### src/verilog/vst_consts.svh
// Constants for the set-point transfer chain
`ifndef VST_CONSTS_SVH
`define VST_CONSTS_SVH

// ------------------------------------------------------------
// Percent scale, 0.1 % per step
// ------------------------------------------------------------
`define VST_FULL        10'h3e8
`define VST_NODE_STEP   10'h032
`define VST_NODE_LAST   5'h14
`define VST_MAX_DELTA   10'h0c8
`define VST_LO_MAX      10'h2ee
`define VST_HI_MIN      10'h0fa

// ------------------------------------------------------------
// Factory values
// ------------------------------------------------------------
`define VST_LO_RST      10'h000
`define VST_HI_RST      10'h3e8
`define VST_INPUT_RST   1'b0
`define VST_SENSE_RST   1'b0

// ------------------------------------------------------------
// Timing
// ------------------------------------------------------------
`define VST_CLK_NS      4
`define VST_TUNE_STEP_NS 1000
`define VST_TUNE_STEP_CYC \
    ((`VST_TUNE_STEP_NS + `VST_CLK_NS - 1) / `VST_CLK_NS)
`define VST_TUNE_DONE   7'h64
`define VST_DIV_STEPS   5'h14

// ------------------------------------------------------------
// Equal-percentage node tables, node 20 first
// ------------------------------------------------------------
`define VST_EQ25 {10'h3e8, 10'h34d, 10'h2c9, 10'h259, 10'h1fa, \
    10'h1a8, 10'h163, 10'h128, 10'h0f6, 10'h0cb, 10'h0a7, 10'h088, \
    10'h06d, 10'h057, 10'h044, 10'h033, 10'h026, 10'h01a, 10'h010, \
    10'h007, 10'h000}
`define VST_EQ33 {10'h3e8, 10'h342, 10'h2b8, 10'h243, 10'h1e1, \
    10'h18f, 10'h14a, 10'h110, 10'h0df, 10'h0b7, 10'h094, 10'h077, \
    10'h05f, 10'h04b, 10'h03a, 10'h02c, 10'h020, 10'h016, 10'h00d, \
    10'h006, 10'h000}
`define VST_EQ50 {10'h3e8, 10'h333, 10'h29e, 10'h223, 10'h1be, \
    10'h16b, 10'h127, 10'h0ef, 10'h0c1, 10'h09b, 10'h07c, 10'h062, \
    10'h04d, 10'h03c, 10'h02e, 10'h022, 10'h018, 10'h010, 10'h00a, \
    10'h004, 10'h000}

`endif

### src/verilog/vst_pkg.sv
// Types for the set-point transfer chain
package vst_pkg;

    typedef enum logic [2:0] {
        CURVE_LIN   = 3'h0,
        CURVE_EQ25  = 3'h1,
        CURVE_EQ33  = 3'h2,
        CURVE_EQ50  = 3'h3,
        CURVE_INV25 = 3'h4,
        CURVE_INV33 = 3'h5,
        CURVE_INV50 = 3'h6,
        CURVE_FREE  = 3'h7
    } vst_curve_t;

    typedef enum logic [2:0] {
        CK_CURVE    = 3'h0,
        CK_NODE     = 3'h1,
        CK_INPUT    = 3'h2,
        CK_SPLIT_LO = 3'h3,
        CK_SPLIT_HI = 3'h4,
        CK_SENSE    = 3'h5
    } vst_cfg_kind_t;

    typedef struct packed {
        vst_cfg_kind_t kind;
        logic [4:0]    index;
        logic [9:0]    value;
    } vst_cfg_wr_t;

    typedef struct packed {
        logic       busy;
        logic       done;
        logic       failed;
        logic [6:0] progress;
    } vst_tune_stat_t;

    typedef enum logic [1:0] {
        TS_IDLE  = 2'h0,
        TS_RUN   = 2'h1,
        TS_STORE = 2'h3,
        TS_DONE  = 2'h2
    } vst_tune_state_t;

    typedef enum logic [1:0] {
        DP_IDLE = 2'h0,
        DP_DIV  = 2'h1,
        DP_MAP  = 2'h3
    } vst_dp_state_t;

endpackage

### src/verilog/vst_chain.sv
// Set-point transfer chain: split range, curve, actuator sense, tuning
`timescale 1ns/1ps
`include "vst_consts.svh"
module vst_chain (
    input  wire logic                    clk_sys,
    input  wire logic                    reset_n,
    input  wire logic                    sw_curve_on,
    input  wire logic                    sw_manual,
    input  wire logic                    sp_valid,
    input  wire logic [9:0]              sp_pct,
    output logic                         sp_ready,
    output logic                         stroke_valid,
    output logic [9:0]                   stroke_pct,
    input  wire logic                    cfg_wr_valid,
    input  wire vst_pkg::vst_cfg_wr_t    cfg_wr,
    output logic                         cfg_reject,
    input  wire logic                    factory_reset,
    output vst_pkg::vst_curve_t          curve_active,
    output logic                         input_type,
    input  wire logic                    tune_start,
    input  wire logic                    tune_fail,
    input  wire logic [15:0]             tune_param,
    output vst_pkg::vst_tune_stat_t      tune_stat,
    output logic                         nvm_store,
    output logic [15:0]                  nvm_data
);
    localparam int unsigned STEP_CYC = `VST_TUNE_STEP_CYC;

    vst_pkg::vst_curve_t      curve_q;
    vst_pkg::vst_dp_state_t   dp_q;
    vst_pkg::vst_tune_state_t ts_q;
    logic [9:0]   node_q [0:20];
    logic [9:0]   lo_q;
    logic [9:0]   hi_q;
    logic         sense_q;
    logic         input_q;
    logic         reject_q;
    logic [9:0]   split_q;
    logic [9:0]   stroke_q;
    logic         valid_q;
    logic         div_start_q;
    logic [19:0]  dividend_q;
    logic         div_done;
    logic [9:0]   div_quo;
    logic [6:0]   prog_q;
    logic [15:0]  step_q;
    logic         fail_q;
    logic         done_q;
    logic         nvm_q;
    logic [15:0]  nvm_data_q;
    logic [9:0]   num;
    logic [209:0] tbl;
    logic         inv;
    logic [9:0]   ix;
    logic [9:0]   iy;
    logic [9:0]   cy;

    function automatic logic [9:0] absdiff(input logic [9:0] a,
                                           input logic [9:0] b);
        absdiff = (a > b) ? 10'(a - b) : 10'(b - a);
    endfunction

    function automatic logic [9:0] flip(input logic [9:0] a);
        flip = 10'(`VST_FULL - a);
    endfunction

    function automatic logic node_ok(input logic [4:0] idx,
                                     input logic [9:0] val);
        logic ok;
        ok = (idx <= `VST_NODE_LAST) && (val <= `VST_FULL);
        if (ok && idx != 5'h00) begin
            ok = absdiff(val, node_q[idx - 5'h01]) <= `VST_MAX_DELTA;
        end
        if (ok && idx < `VST_NODE_LAST) begin
            ok = absdiff(val, node_q[idx + 5'h01]) <= `VST_MAX_DELTA;
        end
        node_ok = ok;
    endfunction

    function automatic logic steps_ok();
        logic ok;
        ok = 1'b1;
        for (int k = 0; k < 20; k++) begin
            if (absdiff(node_q[k], node_q[k + 1]) > `VST_MAX_DELTA) begin
                ok = 1'b0;
            end
        end
        steps_ok = ok;
    endfunction

    // ------------------------------------------------------------
    // Configuration store
    // ------------------------------------------------------------
    always_ff @(posedge clk_sys or negedge reset_n) begin
        if (!reset_n) begin
            curve_q  <= vst_pkg::CURVE_LIN;
            lo_q     <= `VST_LO_RST;
            hi_q     <= `VST_HI_RST;
            sense_q  <= `VST_SENSE_RST;
            input_q  <= `VST_INPUT_RST;
            reject_q <= 1'b0;
            for (int k = 0; k <= 20; k++) begin
                node_q[k] <= 10'(k * 50);
            end
        end else if (factory_reset) begin
            curve_q  <= vst_pkg::CURVE_LIN;
            lo_q     <= `VST_LO_RST;
            hi_q     <= `VST_HI_RST;
            sense_q  <= `VST_SENSE_RST;
            input_q  <= `VST_INPUT_RST;
            reject_q <= 1'b0;
            for (int k = 0; k <= 20; k++) begin
                node_q[k] <= 10'(k * 50);
            end
        end else if (cfg_wr_valid) begin
            reject_q <= 1'b0;
            unique case (cfg_wr.kind)
                vst_pkg::CK_CURVE: begin
                    curve_q <= vst_pkg::vst_curve_t'(cfg_wr.value[2:0]);
                end
                vst_pkg::CK_NODE: begin
                    if (node_ok(cfg_wr.index, cfg_wr.value)) begin
                        node_q[cfg_wr.index] <= cfg_wr.value;
                    end else begin
                        reject_q <= 1'b1;
                    end
                end
                vst_pkg::CK_INPUT: begin
                    input_q <= cfg_wr.value[0];
                end
                vst_pkg::CK_SPLIT_LO: begin
                    if (cfg_wr.value <= `VST_LO_MAX && cfg_wr.value < hi_q)
                    begin
                        lo_q <= cfg_wr.value;
                    end else begin
                        reject_q <= 1'b1;
                    end
                end
                vst_pkg::CK_SPLIT_HI: begin
                    if (cfg_wr.value >= `VST_HI_MIN &&
                        cfg_wr.value <= `VST_FULL && cfg_wr.value > lo_q)
                    begin
                        hi_q <= cfg_wr.value;
                    end else begin
                        reject_q <= 1'b1;
                    end
                end
                vst_pkg::CK_SENSE: begin
                    sense_q <= cfg_wr.value[0];
                end
                default: begin
                    reject_q <= 1'b1;
                end
            endcase
        end else begin
            reject_q <= 1'b0;
        end
    end

    // ------------------------------------------------------------
    // Curve selection and lookup
    // ------------------------------------------------------------
    always_comb begin
        curve_active = sw_curve_on ? curve_q : vst_pkg::CURVE_LIN;
        inv = 1'b0;
        tbl = `VST_EQ25;
        unique case (curve_active)
            vst_pkg::CURVE_LIN:   tbl = `VST_EQ25;
            vst_pkg::CURVE_EQ25:  tbl = `VST_EQ25;
            vst_pkg::CURVE_EQ33:  tbl = `VST_EQ33;
            vst_pkg::CURVE_EQ50:  tbl = `VST_EQ50;
            vst_pkg::CURVE_INV25: begin
                tbl = `VST_EQ25;
                inv = 1'b1;
            end
            vst_pkg::CURVE_INV33: begin
                tbl = `VST_EQ33;
                inv = 1'b1;
            end
            vst_pkg::CURVE_INV50: begin
                tbl = `VST_EQ50;
                inv = 1'b1;
            end
            vst_pkg::CURVE_FREE: begin
                for (int k = 0; k <= 20; k++) begin
                    tbl[k * 10 +: 10] = node_q[k];
                end
            end
        endcase
        ix = inv ? flip(split_q) : split_q;
        cy = (curve_active == vst_pkg::CURVE_LIN) ? split_q :
             (inv ? flip(iy) : iy);
        if (sp_pct <= lo_q) begin
            num = 10'h000;
        end else if (sp_pct >= hi_q) begin
            num = 10'(hi_q - lo_q);
        end else begin
            num = 10'(sp_pct - lo_q);
        end
    end

    vst_interp u_interp (
        .x     (ix),
        .nodes (tbl),
        .y     (iy)
    );

    vst_divider u_div (
        .clk_sys  (clk_sys),
        .reset_n  (reset_n),
        .start    (div_start_q),
        .dividend (dividend_q),
        .divisor  (10'(hi_q - lo_q)),
        .done     (div_done),
        .quotient (div_quo)
    );

    // ------------------------------------------------------------
    // Set-point pipeline
    // ------------------------------------------------------------
    always_ff @(posedge clk_sys or negedge reset_n) begin
        if (!reset_n) begin
            dp_q        <= vst_pkg::DP_IDLE;
            split_q     <= 10'h000;
            stroke_q    <= 10'h000;
            valid_q     <= 1'b0;
            div_start_q <= 1'b0;
            dividend_q  <= 20'h00000;
        end else begin
            valid_q     <= 1'b0;
            div_start_q <= 1'b0;
            unique case (dp_q)
                vst_pkg::DP_IDLE: begin
                    if (sp_valid) begin
                        dividend_q  <= 20'(num) * 20'(`VST_FULL);
                        div_start_q <= 1'b1;
                        dp_q        <= vst_pkg::DP_DIV;
                    end
                end
                vst_pkg::DP_DIV: begin
                    if (div_done) begin
                        split_q <= div_quo;
                        dp_q    <= vst_pkg::DP_MAP;
                    end
                end
                vst_pkg::DP_MAP: begin
                    stroke_q <= sense_q ? flip(cy) : cy;
                    valid_q  <= 1'b1;
                    dp_q     <= vst_pkg::DP_IDLE;
                end
                default: begin
                    dp_q <= vst_pkg::DP_IDLE;
                end
            endcase
        end
    end

    // ------------------------------------------------------------
    // Tuning sequence
    // ------------------------------------------------------------
    always_ff @(posedge clk_sys or negedge reset_n) begin
        if (!reset_n) begin
            ts_q       <= vst_pkg::TS_IDLE;
            prog_q     <= 7'h00;
            step_q     <= 16'h0000;
            fail_q     <= 1'b0;
            done_q     <= 1'b0;
            nvm_q      <= 1'b0;
            nvm_data_q <= 16'h0000;
        end else begin
            done_q <= 1'b0;
            nvm_q  <= 1'b0;
            unique case (ts_q)
                vst_pkg::TS_IDLE: begin
                    if (tune_start && !sw_manual) begin
                        ts_q   <= vst_pkg::TS_RUN;
                        prog_q <= 7'h00;
                        step_q <= 16'h0000;
                        fail_q <= 1'b0;
                    end
                end
                vst_pkg::TS_RUN: begin
                    if (tune_fail || sw_manual) begin
                        fail_q <= 1'b1;
                        ts_q   <= vst_pkg::TS_IDLE;
                    end else if (step_q == 16'(STEP_CYC - 1)) begin
                        step_q <= 16'h0000;
                        prog_q <= prog_q + 7'h01;
                        if (prog_q == `VST_TUNE_DONE - 7'h01) begin
                            ts_q <= vst_pkg::TS_STORE;
                        end
                    end else begin
                        step_q <= step_q + 16'h0001;
                    end
                end
                vst_pkg::TS_STORE: begin
                    nvm_q      <= 1'b1;
                    nvm_data_q <= tune_param;
                    ts_q       <= vst_pkg::TS_DONE;
                end
                vst_pkg::TS_DONE: begin
                    done_q <= 1'b1;
                    ts_q   <= vst_pkg::TS_IDLE;
                end
            endcase
        end
    end

    assign sp_ready         = (dp_q == vst_pkg::DP_IDLE);
    assign stroke_valid     = valid_q;
    assign stroke_pct       = stroke_q;
    assign cfg_reject       = reject_q;
    assign input_type       = input_q;
    assign nvm_store        = nvm_q;
    assign nvm_data         = nvm_data_q;
    assign tune_stat = '{busy:     (ts_q != vst_pkg::TS_IDLE),
                         done:     done_q,
                         failed:   fail_q,
                         progress: prog_q};
endmodule

### src/verilog/vst_divider.sv
// Sequential restoring divider for split-range scaling
`timescale 1ns/1ps
`include "vst_consts.svh"
module vst_divider (
    input  wire logic        clk_sys,
    input  wire logic        reset_n,
    input  wire logic        start,
    input  wire logic [19:0] dividend,
    input  wire logic [9:0]  divisor,
    output logic             done,
    output logic [9:0]       quotient
);
    logic [19:0] quo_q;
    logic [19:0] dvd_q;
    logic [9:0]  rem_q;
    logic [9:0]  dsr_q;
    logic [4:0]  cnt_q;
    logic        done_q;
    logic [10:0] trial;

    assign trial    = {rem_q, quo_q[19]};
    assign done     = done_q;
    assign quotient = quo_q[9:0];

    // ------------------------------------------------------------
    // Shift and subtract
    // ------------------------------------------------------------
    always_ff @(posedge clk_sys or negedge reset_n) begin
        if (!reset_n) begin
            quo_q  <= 20'h00000;
            dvd_q  <= 20'h00000;
            rem_q  <= 10'h000;
            dsr_q  <= 10'h001;
            cnt_q  <= 5'h00;
            done_q <= 1'b0;
        end else if (start) begin
            quo_q  <= dividend;
            dvd_q  <= dividend;
            rem_q  <= 10'h000;
            dsr_q  <= divisor;
            cnt_q  <= `VST_DIV_STEPS;
            done_q <= 1'b0;
        end else if (cnt_q != 5'h00) begin
            if (trial >= {1'b0, dsr_q}) begin
                rem_q <= 10'(trial - {1'b0, dsr_q});
                quo_q <= {quo_q[18:0], 1'b1};
            end else begin
                rem_q <= trial[9:0];
                quo_q <= {quo_q[18:0], 1'b0};
            end
            cnt_q  <= cnt_q - 5'h01;
            done_q <= (cnt_q == 5'h01);
        end else begin
            done_q <= 1'b0;
        end
    end
endmodule

### src/verilog/vst_interp.sv
// Linear interpolation over a 21-node curve
`timescale 1ns/1ps
`include "vst_consts.svh"
module vst_interp (
    input  wire logic [9:0]   x,
    input  wire logic [209:0] nodes,
    output logic [9:0]        y
);
    logic [4:0]         seg;
    logic [9:0]         frac;
    logic signed [10:0] y0;
    logic signed [10:0] y1;
    logic signed [17:0] prod;
    logic signed [17:0] step;

    // ------------------------------------------------------------
    // Segment pick and blend
    // ------------------------------------------------------------
    always_comb begin
        seg = 5'(x / `VST_NODE_STEP);
        if (seg >= `VST_NODE_LAST) begin
            seg = `VST_NODE_LAST - 5'h01;
        end
        frac = 10'(x - 10'(seg * `VST_NODE_STEP));
        y0   = signed'({1'b0, nodes[seg * 10 +: 10]});
        y1   = signed'({1'b0, nodes[(seg + 5'h01) * 10 +: 10]});
        prod = 18'(y1 - y0) * signed'({8'h00, frac});
        step = prod / signed'({8'h00, `VST_NODE_STEP});
        y    = 10'(18'(y0) + step);
    end
endmodule

### config.mk
export PLATFORM = sky130hd
export DESIGN_NAME = vst_chain
export DESIGN_NICKNAME = d
export VERILOG_FILES = /design/src/verilog/vst_pkg.sv /design/src/verilog/vst_chain.sv /design/src/verilog/vst_divider.sv /design/src/verilog/vst_interp.sv
export VERILOG_INCLUDE_DIRS = /design/src /design/src/verilog
export SDC_FILE = /design/constraint.sdc
export NUM_CORES = 2
export LEC_CHECK = 0
export ABC_AREA = 1
export BUFFER_PORTS_ARGS = -buffer_cell sky130_fd_sc_hd__buf_4
export CORE_MARGIN = 2
export CORE_UTILIZATION = 50
export CTS_BUF_LIST = sky130_fd_sc_hd__clkbuf_4
export DETAILED_ROUTE_END_ITERATION = 12
export MAX_ROUTING_LAYER = met4
export PLACE_DENSITY = 0.75
export SLEW_MARGIN = 20
export SYNTH_ARGS = -nofsm -noshare
export SYNTH_HDL_FRONTEND = slang
export SYNTH_SLANG_ARGS = --single-unit
### constraint.sdc
create_clock -name clk_sys -period 22.5 [get_ports clk_sys]
set_input_delay 3.375 -clock clk_sys [delete_from_list [all_inputs] [get_ports clk_sys]]
set_output_delay 3.375 -clock clk_sys [all_outputs]
set_load 0.005 [all_outputs]
After elaboration in Yosys (flattened, before gate mapping)
Index checks and enable logic that the tools add are counted.
{"block": "word_totals", "register_bits": 367, "inputBits": 53, "out_inout_bits": 44}
{"block": "classes", "addsub": 19, "n_mul": 5, "div_mod_pow": 2, "magnitude_cmp": 19, "n_eq_ne": 28, "shift": 2, "mux": 90, "bitwise_logic": 3, "reduce_logical": 47}
{"op": "$mux W210", "count": 4}
{"op": "$pmux W210 S4", "count": 1}
{"op": "$mux W10", "count": 24}
{"op": "$bwmux W210", "count": 1}
{"op": "$shiftx A210 B10 Y10", "count": 1}
{"op": "$shiftx A210 B33 Y10", "count": 1}
{"op": "$bmux W10 S5", "count": 2}
{"op": "$sub A10 B10 Y10", "count": 8}
{"op": "$demux W10 S5", "count": 1}
{"op": "$mux W16", "count": 3}
{"op": "$mux W20", "count": 2}
{"op": "$mul A32 B3 Y31 const B", "count": 1}
{"op": "$pmux W16 S2", "count": 1}
{"op": "$gt A10 B10 Y1", "count": 3}
{"op": "$mux W1", "count": 30}
{"op": "$sub A10 B10 Y10 const A", "count": 3}
{"op": "$reduce_bool A2 Y1", "count": 13}
{"op": "$mux W7", "count": 3}
{"op": "$le A10 B10 Y1 const B", "count": 2}
{"op": "$le A10 B8 Y1 const B", "count": 2}
{"op": "$div A18 B7 Y18 const B", "count": 1}
{"op": "$eq A3 B3 Y1 const B", "count": 6}
{"op": "$ge A6 B6 Y1 const B", "count": 3}
{"op": "$mul A18 B11 Y18", "count": 1}
{"op": "50 further kinds", "count": 98}

Depth between registers and ports, before layout
{"block": "depth", "ltp_word": 21, "mapped_depth": 181, "depth_no_buf": 175}

Hierarchy
Synthesis repeated with hierarchy kept, for this count alone.
{"block": "hier_totals", "hier_cells": 6296, "area_unflattened_um2": 40307.4}
{"mod": "vst_chain", "instances": 1, "cells_per_inst": 3839, "area_each_um2": 25520.7, "seq_area_each_um2": 8155.3}
{"mod": "vst_interp", "instances": 1, "cells_per_inst": 2115, "area_each_um2": 12075.3, "seq_area_each_um2": 0.0}
{"mod": "vst_divider", "instances": 1, "cells_per_inst": 342, "area_each_um2": 2711.4, "seq_area_each_um2": 1152.4}

Worst setup path before layout
Ideal clock, no wire load.
{"block": "synth_timing", "path_type": "input to register", "from": "input port sw_curve_on", "to": "register stroke_q[9] (netlist: stroke_pct[9])", "t_arrival_ns": 25.157, "path_slack_ns": -2.722, "stages": 156, "n_path_buf": 7, "cell_sequence": "nand2_2 clkinv_4 nand2_4 nor2_2 nand2_1 o21ai_1 xor2_2 inv_1 nor2_1 nor2_1 nand2_1 inv_1 a21oi_1 inv_1 nand2_1 xor2_1 nand4_1 nand2_1 [... 120 more ...] and2_1 or2_2 nand2_1 a21oi_1 nor2_1 nor2_1 o21bai_1 xor2_1 nand3_1 nand2_1 xnor2_1 a21oi_1 nand2_1 o21ai_0 inv_1 nand3_1 nand3_1 nand2_1"}
{"block": "synth_via", "elab_chain_cells": 20, "elab_cells_between_ends": 35}
{"item": "start: declaration", "line_no": "vst_chain.sv:7", "source": "input wire logic sw_curve_on,"}
{"item": "$mux W3 *", "line_no": "vst_chain.sv:164", "source": "curve_active = sw_curve_on ? curve_q : vst_pkg::CURVE_LIN;"}
{"item": "via curve_active[2]", "line_no": "vst_chain.sv:18", "source": "output vst_pkg::vst_curve_t curve_active,"}
{"item": "$eq A3 B3 Y1", "line_no": "vst_chain.sv:167", "source": "unique case (curve_active)"}
{"item": "$reduce_or A3 Y1 (no source line)"}
{"item": "$mux W1", "line_no": "vst_chain.sv:167"}
{"item": "$mux W10", "line_no": "vst_chain.sv:190", "source": "ix = inv ? flip(split_q) : split_q;"}
{"item": "$div A10 B6 Y10 (no source line)"}
{"item": "$ge A5 B5 Y1 (no source line)"}
{"item": "[... 5 more ...]"}
{"item": "$mul A18 B11 Y18", "line_no": "vst_interp.sv:27", "source": "prod = 18'(y1 - y0) * signed'({8'h00, frac});"}
{"item": "$div A18 B7 Y18", "line_no": "vst_interp.sv:28", "source": "step = prod / signed'({8'h00, `VST_NODE_STEP});"}
{"item": "$add A10 B10 Y10", "line_no": "vst_interp.sv:29", "source": "y = 10'(18'(y0) + step);"}
{"item": "$sub A10 B10 Y10 (no source line)"}
{"item": "$mux W10", "line_no": "vst_chain.sv:192", "source": "(inv ? flip(iy) : iy);"}
{"item": "$mux W10 *", "line_no": "vst_chain.sv:191", "source": "cy = (curve_active == vst_pkg::CURVE_LIN) ? split_q :"}
{"item": "$sub A10 B10 Y10 (no source line)"}
{"item": "$mux W10 *", "line_no": "vst_chain.sv:247", "source": "stroke_q <= sense_q ? flip(cy) : cy;"}
{"item": "end signal: assignment", "line_no": "vst_chain.sv:247"}
{"item": "end: declaration", "line_no": "vst_chain.sv:39", "source": "logic [9:0] stroke_q;"}
The timed path passes the listed nets; every way through them passes the cells marked *.
A chain may end at the register's enable or synchronous reset.

Worst setup path after layout
{"block": "layout_timing", "from": "input port sw_curve_on", "to": "register stroke_q[9] (netlist: stroke_pct[9])"}
{"block": "layout_via", "elab_chain_cells": 20, "elab_cells_between_ends": 35}
{"item": "$mux W3 *", "line_no": "vst_chain.sv:164"}
{"item": "$eq A3 B3 Y1", "line_no": "vst_chain.sv:167"}
{"item": "$reduce_or A3 Y1 (no source line)"}
{"item": "$mux W1", "line_no": "vst_chain.sv:167"}
{"item": "$mux W10", "line_no": "vst_chain.sv:190"}
{"item": "$div A10 B6 Y10 (no source line)"}
{"item": "$ge A5 B5 Y1 (no source line)"}
{"item": "$mux W5", "line_no": "vst_interp.sv:21", "source": "if (seg >= `VST_NODE_LAST) begin"}
{"item": "[... 4 more ...]"}
{"item": "$mul A18 B11 Y18", "line_no": "vst_interp.sv:27"}
{"item": "$div A18 B7 Y18", "line_no": "vst_interp.sv:28"}
{"item": "$add A10 B10 Y10", "line_no": "vst_interp.sv:29"}
{"item": "$sub A10 B10 Y10 (no source line)"}
{"item": "$mux W10", "line_no": "vst_chain.sv:192"}
{"item": "$mux W10 *", "line_no": "vst_chain.sv:191"}
{"item": "$sub A10 B10 Y10 (no source line)"}
{"item": "$mux W10 *", "line_no": "vst_chain.sv:247"}
Mark *: on every way between the ends. The rest lies on a longest branch, timed or not.

==> impl_metrics.tcl <==
set metrics [dict create \
    cts_buffers 90 \
    postSynthAreaPerCell_um2 6.57 \
    violations "setup timing" \
    fin_crit_sh 1.02 \
    clk_pin_slew_ns 0.07 \
    cts_root_buf "clkbuf_4" \
    multi_input_area_um2 29300 \
    yosys-top-cells-count "nand2_1 (1373), inv_1 (758), o21ai_0 (720), nor2_1 (555), nand3_1 (447)" \
    max_stage_delay_ns 0.58 \
    drt-pass1-iter-count 8 \
    start_util 0.503 \
    synth_top_area_cell "dfrtp_1" \
    ys_warn_count 0 \
    synth-main-ff-cell "dfrtp_1" \
    port_buffers 96 \
    hold_class "register to register" \
    async_flop_share 1.00 \
    ys_seq_area_frac 0.226 \
    fp-row-count 105 \
    cts_tree "built" \
    antenna_found_initial 2 \
    pin_count 97 \
    drcViolationCount 0 \
    insertion_delay_ns 0.90 \
    synth_cell_types 74 \
    ff2ff_path_depth 163 \
    setup_violations 8 \
    clock_sink_count 367 \
    status "finished with violations" \
    grt_start_max_net_pins 184 \
    fillers 7472 \
    synth_area_leaders "dfrtp_1 (16%), nand2_1 (13%), o21ai_0 (8.8%), ha_1 (7.6%), inv_1 (6.9%)" \
    maxCapViolations 0 \
    synth-seq-cells 367 \
    slowest_stage "fa_2" \
    viasPerCell 5.87 \
    grt_pass1_wl_um 248000 \
    grt_util_all_layers 0.381 \
    fin_cells 8073 \
    period_needed_ns 23.02 \
    area_growth_pct 24.8 \
    core_um2 81700 \
    final_util 0.628 \
    syn-num-nets 6682 \
    seq_area_um2 9310 \
    yosysMostFrequentCell "nand2_1" \
    path_class "input port to register" \
    endpoint_kind "register" \
    drt-initial-drc-count 5472 \
    skew_ns 0.0560 \
    rsz0062_at_grt "yes" \
    syn_area_um2 41100 \
    synth_enable_flop_cells 0 \
    fp.dieH_um 291 \
    worstPathArrival_ns 23.85 \
    antenna_left 0 \
    dp.cells 7819 \
    clock.fmax_mhz 43.4 \
    whs_path_depth 2 \
    synth_top_area_frac 0.163 \
    drive_above_1_share 0.236 \
    dieWidth_um 291 \
    via_count 47400 \
    crit_path_frequent_cell "nand2_4" \
    dieArea_um2 84500 \
    fin_ws_ns -0.516 \
    drv_slew 0 \
    pre_cts_ws_ns -1.90 \
    required_ns 23.33 \
    clock_path_buffers 3 \
    finalHoldViolCount 0 \
    tightestPinTransition_ns 1.15 \
    netlist_instances 6258 \
    routedWlPerCell_um 20.1 \
    htreeDepth 3 \
    routed_wl_um 162000 \
    gp_congestion 1.08 \
    grt_pass1_vias 44000 \
    startpoint_type "input port" \
    slew_headroom 0.235 \
    hpwl_um 124000 \
    crit_fanout 7 \
    overflow 0 \
    layout.nets 7347 \
]
## stage by stage
step | hold slack [ns] | cell area [µm²] | TNS [ns]
3_5_place_dp | 0.468 | 48200 | -13.86
4_1_cts | 0.451 | 50100 | 0
3_3_place_gp | 0.463 | 48200 | -8.85
5_1_grt | 0.461 | 51300 | -12.59
6_report | 0.473 | 51300 | -2.44
2_1_floorplan | 0.446 | 41700 | -3.58
## worst max-delay path: cells and delay by family
kind            cells  cell delay, ns
fa+ha+maj          13            4.78
xor+xnor            6            1.04
simple gates       98            9.70
compound gates     14            2.06
buf+inv            30            2.84
## layout make-up
cell class                      instances  area share
Tap cell                             1070      0.0261
Timing Repair Buffer                  903       0.140
Clock buffer                          136      0.0199
Antenna cell                            3    0.000146
Sequential cell                       367       0.181
Multi-Input combinational cell       4755       0.570
Inverter                              806      0.0596
Clock inverter                         33     0.00317
## sequential cells by signal, summed over array words and instances, names as in the netlist, 2 cells and up
register,cells
curve_q,3
dividend_q,17
dp_q,2
hi_q,10
lo_q,10
node_q,210
nvm_data,16
prog_q,7
split_q,10
step_q,16
stroke_pct,10
ts_q,2
u_div.cnt_q,5
u_div.dsr_q,10
u_div.quo_q,20
u_div.rem_q,10
## layout by cell type (no fill, tap or decap), types with 13 or more instances in the layout
cell / count
a21oi_1: 373
a21oi_2: 27
a221oi_1: 14
a31oi_1: 32
buf_12: 23
buf_4: 863
clkbuf_4: 136
clkinv_1: 37
dfrtp_1: 268
dfstp_2: 99
fa_1: 115
ha_1: 230
ha_4: 16
inv_1: 724
inv_2: 58
mux2i_1: 13
nand2_1: 1301
nand2_2: 85
nand2_4: 56
nand3_1: 421
nand3_2: 32
nand3_4: 13
nand4_1: 46
nor2_1: 521
nor2_2: 26
nor2_4: 21
nor3_1: 43
o211ai_1: 63
o21ai_0: 678
o21ai_1: 36
o21ai_2: 22
o21bai_1: 17
o221ai_1: 30
o22ai_1: 146
o31ai_1: 28
or2_2: 22
xnor2_1: 33
xor2_1: 87
xor2_2: 14
## worst paths after layout
kind	start	slack, ns	endpoint
min in group asynchronous	reset_n	2.60	node_q[179]
worst max register to register	split_q[0]	0.98	stroke_pct[9]
worst max-delay path	sw_curve_on	-0.52	stroke_pct[9]
worst min-delay path	u_div.quo_q[15]	0.47	u_div.quo_q[16]
worst min register to register	u_div.quo_q[15]	0.47	u_div.quo_q[16]
max in group asynchronous	reset_n	17.52	u_div.rem_q[6]
## per-layer routing
| layer | global-route usage | part of all wire |
|---|---|---|
| met5 | - | 0 |
| met4 | 0.192 | 0.061 |
| met3 | 0.0855 | 0.11 |
| met2 | 0.553 | 0.42 |
| met1 | 0.498 | 0.41 |
## repair_timing
item,in CTS,in global routing
buffers inserted,36,48
pin swaps,108,148
hold buffers,0,0
cloned,0,1
setup endpoints to repair,9,10
resized for setup,114,209
## cell families (layout without fill, tap and decap cells)
logic type,count (synthesis),count (layout),synth area share
other,1,4,0.0000912
multiplexers,14,14,0.00344
AND/OR/NAND/NOR,2640,2640,0.279
AO/OA/AOI/OAI,1585,1585,0.219
adder cells (fa/ha/maj),371,371,0.135
buffers and inverters,1136,1878,0.105
flip-flops,367,367,0.226
XOR/XNOR,144,144,0.0317
Power is left out: the tool's default activity adds up to more than one toggle a clock period on the data nets, which glitch-free logic cannot reach.
